`src/hdl/ltx_pkg.sv`:
```
// Purpose: Constants and types for the transmit input port of one channel
// Assumes: 20 MHz system clock; pins arrive asynchronous to it
// Notes: What the line driver sees is a tip/ring mark pair plus enables
//
// What this block does
// - Clock toggling: sample both inputs on falling edge
// - Clock high 16 master cycles: send all ones
// - Clock high, no master clock: return-to-zero mode
// - Return-to-zero needs clock high at least 12 us
// - Return-to-zero pulse width follows input pulse
// - Clock held low: drivers low power, high-Z
// - Bipolar map: 00 space, 10 tip, 01 ring
// - Negative input high over 16 clocks, master clock present: unipolar
// - Unipolar samples positive input on falling edge
package ltx_pkg;

  // ----------------------------------------------------------------
  // Timing
  // ----------------------------------------------------------------
  localparam int unsigned LTX_SYS_CLK_HZ = 20_000_000;
  localparam int unsigned LTX_AOS_MCLK_CYC = 16;
  localparam int unsigned LTX_RZ_MIN_NS = 12_000;
  localparam int unsigned LTX_RZ_MIN_CYC =
    (LTX_RZ_MIN_NS * (LTX_SYS_CLK_HZ / 1_000_000) + 999) / 1000;
  localparam int unsigned LTX_UNI_TX_LINE_CLOCK_CYC = 16;
  // A stopped line clock: held low with no edge for this long is a held level
  localparam int unsigned LTX_IDLE_NS = 4_000;
  localparam int unsigned LTX_IDLE_CYC =
    (LTX_IDLE_NS * (LTX_SYS_CLK_HZ / 1_000_000) + 999) / 1000;
  localparam int unsigned LTX_CNT_W = 10;

  // ----------------------------------------------------------------
  // Types
  // ----------------------------------------------------------------
  typedef enum logic [2:0] {
    LTX_MODE_BIPOLAR  = 3'h0,
    LTX_MODE_UNIPOLAR = 3'h1,
    LTX_MODE_RZ       = 3'h2,
    LTX_MODE_AOS      = 3'h3,
    LTX_MODE_HIZ      = 3'h4
  } ltx_mode_t;

  typedef struct packed {
    logic tip;
    logic ring;
  } ltx_mark_t;

  typedef struct packed {
    ltx_mark_t mark;
    logic      drive_en;
    logic      power_down;
  } ltx_line_t;

endpackage : ltx_pkg

```
`src/hdl/ltx_tx_input_port.sv`:
```
// Purpose: Mode sensing and mark generation for the transmit input port
// Assumes: master_clk_present_i is a level from the clock monitor
// Notes: Line clock and data pins are synchronised before any use
`timescale 1ns/1ps
module ltx_tx_input_port
  import ltx_pkg::*;
#(
  parameter int unsigned RZ_MIN_CYC = LTX_RZ_MIN_CYC,
  parameter int unsigned IDLE_CYC = LTX_IDLE_CYC
) (
  // Clock and reset
  input wire logic sys_clk_i,
  input wire logic rst_b_i,
  // Pins from the framer and the clock monitor
  input wire logic tx_line_clock_i,
  input wire logic tx_positive_in_i,
  input wire logic tx_negative_in_i,
  input wire logic master_clk_present_i,
  // To the line driver
  output ltx_line_t line_o,
  output ltx_mode_t mode_o
);

  // ----------------------------------------------------------------
  // Parameter checks
  // ----------------------------------------------------------------
  // The level timer saturates, so a count it cannot reach never fires
  if (RZ_MIN_CYC < LTX_AOS_MCLK_CYC ||
      RZ_MIN_CYC >= (1 << LTX_CNT_W)) begin : g_bad_rz_min
    $error("RZ_MIN_CYC out of range");
  end
  if (IDLE_CYC < LTX_AOS_MCLK_CYC ||
      IDLE_CYC >= (1 << LTX_CNT_W)) begin : g_bad_idle
    $error("IDLE_CYC out of range");
  end

  // ----------------------------------------------------------------
  // Decoding
  // ----------------------------------------------------------------
  // Both inputs high is not a legal pair; it goes out as a space
  function automatic ltx_mark_t ltx_bipolar_mark(
    input logic pos,
    input logic neg
  );
    return '{tip: pos & ~neg, ring: neg & ~pos};
  endfunction

  // Mode the port falls back to while the line clock toggles
  function automatic ltx_mode_t ltx_nrz_mode(
    input logic uni
  );
    return uni ? LTX_MODE_UNIPOLAR : LTX_MODE_BIPOLAR;
  endfunction

  // ----------------------------------------------------------------
  // Synchronisers
  // ----------------------------------------------------------------
  // The line clock is sampled like data, never used as a clock
  logic [3:0] pin_raw;
  logic [3:0] pin_s;
  logic clk_dly_q;

  assign pin_raw = {master_clk_present_i, tx_negative_in_i,
                    tx_positive_in_i, tx_line_clock_i};

  for (genvar i = 0; i < 4; i++) begin : g_sync
    logic meta_q;
    logic sync_q;

    always_ff @(posedge sys_clk_i or negedge rst_b_i) begin
      if (!rst_b_i) begin
        meta_q <= 1'b0;
        sync_q <= 1'b0;
      end else begin
        meta_q <= pin_raw[i];
        sync_q <= meta_q;
      end
    end

    assign pin_s[i] = sync_q;
  end

  // Edge detector compares the second flop of the line clock chain with a one-cycle delayed copy of it
  always_ff @(posedge sys_clk_i or negedge rst_b_i) begin
    if (!rst_b_i)
      clk_dly_q <= 1'b0;
    else
      clk_dly_q <= pin_s[0];
  end

  logic tx_line_clock_s, pos_s, neg_s, mclk_s;
  assign tx_line_clock_s = pin_s[0];
  assign pos_s = pin_s[1];
  assign neg_s = pin_s[2];
  assign mclk_s = pin_s[3];

  logic fall_edge, any_edge;
  assign fall_edge = clk_dly_q & ~tx_line_clock_s;
  assign any_edge = clk_dly_q ^ tx_line_clock_s;

  // ----------------------------------------------------------------
  // Level timer: cycles since the line clock last changed
  // ----------------------------------------------------------------
  logic [LTX_CNT_W-1:0] level_cnt_q;

  always_ff @(posedge sys_clk_i or negedge rst_b_i) begin
    if (!rst_b_i) begin
      level_cnt_q <= '0;
    end else if (any_edge) begin
      level_cnt_q <= '0;
    end else if (level_cnt_q != {LTX_CNT_W{1'b1}}) begin
      level_cnt_q <= level_cnt_q + 1'b1;
    end
  end

  // ----------------------------------------------------------------
  // Unipolar select: count falling edges with negative input high
  // ----------------------------------------------------------------
  logic [4:0] uni_cnt_q;
  logic uni_q;

  always_ff @(posedge sys_clk_i or negedge rst_b_i) begin
    if (!rst_b_i) begin
      uni_cnt_q <= 5'h00;
      uni_q <= 1'b0;
    end else if (!mclk_s || !neg_s) begin
      uni_cnt_q <= 5'h00;
      uni_q <= 1'b0;
    end else if (fall_edge) begin
      if (uni_cnt_q != 5'h1f)
        uni_cnt_q <= uni_cnt_q + 5'h01;
      // More than 16 cycles: the 17th edge commits
      if (uni_cnt_q >= 5'(LTX_UNI_TX_LINE_CLOCK_CYC))
        uni_q <= 1'b1;
    end
  end

  // ----------------------------------------------------------------
  // Mode selection
  // ----------------------------------------------------------------
  ltx_mode_t mode_q, mode_d;

  always_comb begin
    mode_d = ltx_nrz_mode(uni_q);
    if (tx_line_clock_s) begin
      if (mclk_s && level_cnt_q >= LTX_CNT_W'(LTX_AOS_MCLK_CYC))
        mode_d = LTX_MODE_AOS;
      else if (!mclk_s && level_cnt_q >= LTX_CNT_W'(RZ_MIN_CYC))
        mode_d = LTX_MODE_RZ;
      else if (mode_q == LTX_MODE_AOS || mode_q == LTX_MODE_RZ)
        mode_d = mode_q;
    end else if (level_cnt_q >= LTX_CNT_W'(IDLE_CYC)) begin
      mode_d = LTX_MODE_HIZ;
    end else if (mode_q == LTX_MODE_HIZ) begin
      mode_d = mode_q;
    end
    // A single edge after a held level ends the special modes
    if (any_edge && mode_q != LTX_MODE_UNIPOLAR &&
        mode_q != LTX_MODE_BIPOLAR)
      mode_d = ltx_nrz_mode(uni_q);
  end

  always_ff @(posedge sys_clk_i or negedge rst_b_i) begin
    if (!rst_b_i)
      mode_q <= LTX_MODE_HIZ;
    else
      mode_q <= mode_d;
  end

  // ----------------------------------------------------------------
  // Mark generation
  // ----------------------------------------------------------------
  ltx_line_t line_q;

  always_ff @(posedge sys_clk_i or negedge rst_b_i) begin
    if (!rst_b_i) begin
      line_q <= '{mark: '{tip: 1'b0, ring: 1'b0},
                  drive_en: 1'b0, power_down: 1'b1};
    end else begin
      unique case (mode_d)
        LTX_MODE_BIPOLAR: begin
          line_q.drive_en <= 1'b1;
          line_q.power_down <= 1'b0;
          if (fall_edge) begin
            line_q.mark <= ltx_bipolar_mark(pos_s, neg_s);
          end
        end
        LTX_MODE_UNIPOLAR: begin
          line_q.drive_en <= 1'b1;
          line_q.power_down <= 1'b0;
          // Encoding downstream sets polarity; here data rides tip
          if (fall_edge) begin
            line_q.mark.tip <= pos_s;
            line_q.mark.ring <= 1'b0;
          end
        end
        LTX_MODE_RZ: begin
          line_q.drive_en <= 1'b1;
          line_q.power_down <= 1'b0;
          // Level follows level, so the input pulse width carries through
          line_q.mark <= ltx_bipolar_mark(pos_s, neg_s);
        end
        LTX_MODE_AOS: begin
          line_q.drive_en <= 1'b1;
          line_q.power_down <= 1'b0;
          line_q.mark.tip <= 1'b1;
          line_q.mark.ring <= 1'b0;
        end
        LTX_MODE_HIZ: begin
          line_q.drive_en <= 1'b0;
          line_q.power_down <= 1'b1;
          line_q.mark.tip <= 1'b0;
          line_q.mark.ring <= 1'b0;
        end
        default: begin
          line_q <= line_q;
        end
      endcase
    end
  end

  // ----------------------------------------------------------------
  // Outputs
  // ----------------------------------------------------------------
  assign line_o = line_q;
  assign mode_o = mode_q;

endmodule // ltx_tx_input_port

```
`config.mk`:
```
export PLATFORM = sky130hd
export DESIGN_NAME = ltx_tx_input_port
export DESIGN_NICKNAME = d
export VERILOG_FILES = /design/src/hdl/ltx_pkg.sv /design/src/hdl/ltx_tx_input_port.sv
export SDC_FILE = /design/constraint.sdc
export NUM_CORES = 1
export LEC_CHECK = 0
export BUFFER_PORTS_ARGS = -buffer_cell sky130_fd_sc_hd__buf_2
export CAP_MARGIN = 20
export CORE_MARGIN = 2
export CORE_UTILIZATION = 26
export DETAILED_ROUTE_END_ITERATION = 10
export GPL_ROUTABILITY_DRIVEN = 1
export PLACE_DENSITY = 0.39
export SKIP_LAST_GASP = 1
export SLEW_MARGIN = 20
export SYNTH_ARGS = -nofsm -noshare
export SYNTH_HDL_FRONTEND = slang
export SYNTH_SLANG_ARGS = --single-unit
```
`constraint.sdc`:
```
create_clock -name sys_clk_i -period 2.9 [get_ports sys_clk_i]
set_clock_uncertainty 0.1 [all_clocks]
set_input_delay 0.87 -clock sys_clk_i [delete_from_list [all_inputs] [get_ports sys_clk_i]]
set_output_delay 0.87 -clock sys_clk_i [all_outputs]
set_load 0.03 [all_outputs]
```
-- Yosys cells after proc, flatten, opt, wreduce, memory -nomap -nowiden
Index checks and enable logic that the tools add are counted.
- bits in registers: 32
- input port bits: 6
- output and inout port bits: 7
- word-level logic and storage cells: 79
- add/sub/neg operators: 2
- $lt $le $gt $ge: 4
- eq/ne operators: 12
- multiplexer cells: 19
- bitwise operators: 7
- reductions and logical operators: 18
- operator list (operator ; count):
    $mux W3 ; 7
    $mux W10 ; 2
    $pmux W4 S5 ; 1
    $mux W5 ; 3
    $eq A3 B2 Y1 const B ; 4
    $add A10 B1 Y10 const B ; 1
    $ge A10 B5 Y1 const B ; 1
    $ge A10 B7 Y1 const B ; 1
    $ge A10 B8 Y1 const B ; 1
    $ne A10 B10 Y1 const B ; 1
    $reduce_bool A2 Y1 ; 4
    $eq A3 B3 Y1 const B ; 2
    $add A5 B1 Y5 const B ; 1
    $ge A5 B5 Y1 const B ; 1
    $ne A5 B5 Y1 const B ; 1
    $reduce_bool A5 Y1 ; 1
    $logic_and A1 B1 Y1 ; 4
    $mux W1 ; 4
    $mux W2 ; 2
    $ne A2 B2 Y1 const B ; 2
    $reduce_and A2 Y1 ; 2
    $and A1 B1 Y1 ; 3
    $eq A3 B1 Y1 const B ; 1
    $logic_not A3 Y1 ; 1
    7 further kinds ; 11

-- Logic depth before layout (Yosys ltp)
- word-level depth: 10
- gate-level depth with buffers: 7

-- Worst setup path before layout
OpenSTA, ideal clock, no wires.
- kind: reg2reg
- start point: register g_sync[0].sync_q
- end point: register line_q (netlist bit line_o[2])
- setup time: 104 ps
- arrival time: 1806 ps
- slack: 890 ps
- stages on the path, launching flop included: 8
- buffers on the path: 0
- path through: dfrtp_1 inv_1 ha_1 o21bai_1 and2_1 a21oi_2 or2_1 o41ai_2
- word-level cells in the longest chain between the ends: 7
- elaborated cells on any way between the ends: 17
- RTL lines (element ; RTL line ; RTL):
    start, declared ; ltx_tx_input_port.sv:68 ; logic sync_q;
    start signal, assigned ; ltx_tx_input_port.sv:76 ; sync_q <= meta_q;
    $xor A1 B1 Y1 ; ltx_tx_input_port.sv:99 ; assign any_edge = clk_dly_q ^ tx_line_clock_s;
    $logic_and A1 B1 Y1 (2 in a row) ; ltx_tx_input_port.sv:158 ; if (any_edge && mode_q != LTX_MODE_UNIPOLAR &&
    $mux W3 ; ltx_tx_input_port.sv:158 ;
    $eq A3 B1 Y1 (tied with other cells) ; ltx_tx_input_port.sv:180 ; unique case (mode_d)
    $reduce_bool A5 Y1 (no line) or $ne A2 B2 Y1 (tied branches) ; -- ;
    $reduce_and A3 Y1 (no line) ; -- ;
    end signal, assigned ; ltx_tx_input_port.sv:177 ; line_q <= '{mark: '{tip: 1'b0, ring: 1'b0},
    end signal, assigned ; ltx_tx_input_port.sv:216 ; line_q <= line_q;
    end, declared ; ltx_tx_input_port.sv:173 ; ltx_line_t line_q;
Parallel ways exist; a longest one is shown, timed or not.
A chain may end at the register's enable or synchronous reset.

-- Worst setup path after layout
Same ends and word-level chain as after synthesis.

==> metrics.sh <==
FINAL-INSTANCE-COUNT-EXCL-FILL=227
CTS-BUFFERS-INSERTED=5
MIN_DELAY_PATH_DEPTH=0
DETAIL_ROUTE.WL_PER_CELL_UM=13.0
TRITONCTS='done'
GRT_START_MAX_NET_PINS=33
TRITONCTS_NUM_SINKS=32
SYNTH_SEQ_CELLS=32
FIRST_PASS_ITERS=4
WORST_IR_DROP_VDD_mV=0.288
ROUTE.TOP_LAYER_USED='met4'
POST_CTS_HOLD_BUFFER_COUNT=0
SYN_AVG_CELL_AREA_UM2=10.9
STATUS='complete, no violations'
ROUTED-WL-MET2_UM=1400
CLK_PIN_SLEW_WORST_PATHS_NS=0.07
CLK_PATH_BUF_DEPTH=2
YOSYS-MUX-AREA-FRACTION=0.0133
VIA_COUNT=1071
SYN_TO_FINAL_GROWTH_PCT=15.4
GRT_ANTENNA_BEFORE_REPAIR=0
COMPLEX_GATE_FRACTION_OF_THE_SYNTHESIZED_AREA=0.143
PLACED_INSTANCES=219
GRT_PASS1_WL_UM=5490
WORST-R2R-CELL-COUNT=7
REPORT.FINAL.HOLD_VIOL_COUNT=0
FMAX_GHz=0.446
PORT-BUFFER-COUNT=12
DESIGN.DIE.AREA_MM2=0.00640
START_UTIL=0.271
DR_WL_MET3_UM=128
DR.FIRST_ITER.DRC_COUNT=50
TIGHTESTPINTRANSITION_NS=0.715
SYNTH_XOR_XNOR_AREA_SHARE=0.0525
CTS.REPAIR.RESIZED=0
MULTI_INPUT_COMB_AREA_UM2=636
CORE.ROWCOUNT=27
R2R-START='g_sync[0].sync_q'
TIMING.SLEW.HEADROOM=0.518
DP_HPWL_UM=2110
TIMING.FINAL.SETUP_VIOLATIONS=0
POST_CTS_BUFFERS=0
MIN_DELAY_WORST_TYPE='reg2reg'
WIRELENGTH_ROUTED_UM=2950
CTS.HTREE.LEVELS=2
CP.REQUIRED_NS=2.98
WORSTREG2REGEND='line_o[2]'
WORSTPATHARRIVAL_NS=2.32
CRITICAL_PATH.ENDPOINT_TYPE='register'
FINALWEIGHTEDCONGESTION=0.805
CELLLEAKAGEPOWER_nW=0.785
GRT-OVFL-TOTAL=0
TRACK_USAGE=0.111
MAIN_COMBINATIONAL_CELL_FAMILY_BY_AREA_AFTER_SYNTHESIS='simple AND/OR/NAND/NOR gates'
NFILLCELLS=591
PATH_CLASS='reg2reg'
DIE-HEIGHT_UM=80.0
CLK_LATENCY_NS=0.28
IO_PINS=13
WORST_SETUP_PATH_STARTPOINT='g_sync[0].sync_q'
ANT_NETS=0
CORE_MM2=0.00554
FINAL.MIN_CLOCK_PERIOD_NS=2.24
TIMING.FINAL.CRIT_SHARE=0.773
DRV_CAP=0
FINALMAXSLEWVIOLATIONS=0
SYNTH_SIMPLE_GATE_AREA_FRAC=0.172
DRIVE_GT1_FRAC=0.174
SYNTH.YOSYS.SEQ_AREA_SHARE=0.535
NUMBER_OF_GLOBAL_ROUTE_VIAS_BEFORE_REPAIR=1111
ROUTED_LENGTH_ON_MET1_UM=1370
NET_COUNT_AFTER_SYNTHESIS=149
SETUP_REPAIR_AFTER_GLOBAL_ROUTING_MISSED_ITS_MARGIN='false'
SYNTH_ADDER_AREA_SHARE=0.0416
STARTPOINT_TYPE='register'
N_ANTENNA_CELL=0
SETUP-TNS-FINAL_NS=0
FLOP2FLOP_SETUP_SLACK_NS=0.66
SYNTH_AREA_MM2=0.00150
MIN_TO='g_sync[0].sync_q'
DRT_DRC_VIOLATIONS_LEFT=0
YOSYS_WARNINGS=0
POWER_DENSITY_mW_PER_MM2=575
ROUTED_VIA_DENSITY=4.72
CRITICAL_PATH_PEAK_FANOUT=8
CTS.ROOT.BUFFER_CELL='clkbuf_8'
SEQ_AREA_UM2=803
CHIPWIDTH_UM=80.0
SYNTHESIS.INSTANCES=138
HP-START='g_sync[0].meta_q'
FIN_NETS=165
SYNTH_CELL_TYPE_COUNT=41
worst max-delay path by stage:
stage | to | slack (ns) | cells past startpoint
2_1_floorplan | line_o[2] | 0.89 | 7
3_3_place_gp | line_o[2] | 0.77 | 7
3_5_place_dp | line_o[2] | 0.67 | 7
4_1_cts | line_o[2] | 0.65 | 7
5_1_grt | line_o[2] | 0.46 | 7
6_report | line_o[2] | 0.66 | 7
final cells by class:
cell class              count  share of cell area
flip-flops and latches     32               0.463
multi-input cells          93               0.367
clock buffers               6              0.0418
clock inverters             2              0.0202
repair buffers             12              0.0346
inverters                  10              0.0216
well taps                  72              0.0519
layout by cell type, fill, tap and decap left out, types with 5 or more instances in the layout:
cell type  Yosys  final
xor2_1         7      7
nand2_1        7      7
clkbuf_8       0      5
dfrtp_1       30     30
a21oi_1        5      5
inv_1          9      9
nor2_1        18     18
buf_2          0     12
ha_1           5      5
power by group:
| part | internal [mW] | leakage, nW | switching (mW) | total [mW] |
|---|---|---|---|---|
| registers | 0.466 | 0.406 | 0.0175 | 0.484 |
| logic | 0.0321 | 0.324 | 0.0600 | 0.0920 |
| clock network | 0.255 | 0.0552 | 0.166 | 0.421 |
critical path, stage by stage, from the launching register on:
cell	delay (ns)
dfrtp_1	0.48
inv_1	0.10
ha_1	0.37
o21bai_1	0.21
and2_1	0.27
a21oi_2	0.09
or2_1	0.24
o41ai_2	0.28
synthesized netlist by cell type, drive strengths merged:
master | n | area [um^2]
nor2 | 18 | 67.6
buf | 2 | 22.5
nand2 | 7 | 26.3
o22ai | 1 | 6.26
inv | 9 | 33.8
dfrtp | 30 | 751
nor3 | 4 | 20.0
and2 | 2 | 12.5
nor4 | 1 | 6.26
a2111o | 2 | 22.5
xnor2 | 2 | 17.5
a31oi | 3 | 18.8
dfstp | 2 | 52.6
mux2i | 2 | 20.0
nand2b | 1 | 6.26
o41ai | 4 | 50.1
a21oi | 6 | 33.8
or3 | 2 | 17.5
xor2 | 7 | 61.3
o21bai | 1 | 7.51
clkbuf | 1 | 3.75
nand4 | 4 | 25.0
nand3 | 4 | 20.0
nor2b | 1 | 6.26
clkinv | 1 | 3.75
or2 | 1 | 6.26
and4 | 1 | 8.76
and4b | 1 | 10.0
nor3b | 1 | 7.51
ha | 5 | 62.6
o2111ai | 1 | 15.0
o21ai | 3 | 15.0
a221oi | 1 | 15.0
o211ai | 2 | 15.0
o311ai | 1 | 8.76
and3 | 3 | 18.8
o21a | 1 | 7.51
registers in the layout, summed over array words and instances (netlist names):
signal	cells
mode_o	3
clk_dly_q	1
uni_q	1
g_sync.sync_q	4
uni_cnt_q	5
level_cnt_q	10
line_o	4
g_sync.meta_q	4
kinds of logic after synthesis:
| group | count (synthesis) |
|---|---|
| simple gates | 51 |
| flops | 32 |
| compound gates | 26 |
| buf+inv | 13 |
| xor+xnor | 9 |
| fa+ha+maj | 5 |
| mux | 2 |
per-stage QoR:
stage | worst slack (ns) | cell area (um^2) | power [mW] | hold slack, ns | util
finish | 0.657 | 1730 | 0.996 | 0.249 | 0.313
global route | 0.455 | 1730 | 1.05 | 0.264 | 0.313
detailed placement | 0.673 | 1630 | 0.586 | 0.235 | 0.294
global placement | 0.768 | 1630 | 0.585 | 0.236 | 0.294
CTS | 0.650 | 1730 | 1.01 | 0.251 | 0.313
floorplan | 0.890 | 1500 | 0.552 | 0.231 | -
per-layer routing:
layer  up-vias  global-route usage
met5         -                   0
met4         0              0.0458
met3         5              0.0339
met2        22               0.168
met1       525               0.146
li1        519                   -
No activity file was read; power rests on OpenSTA's default activity.
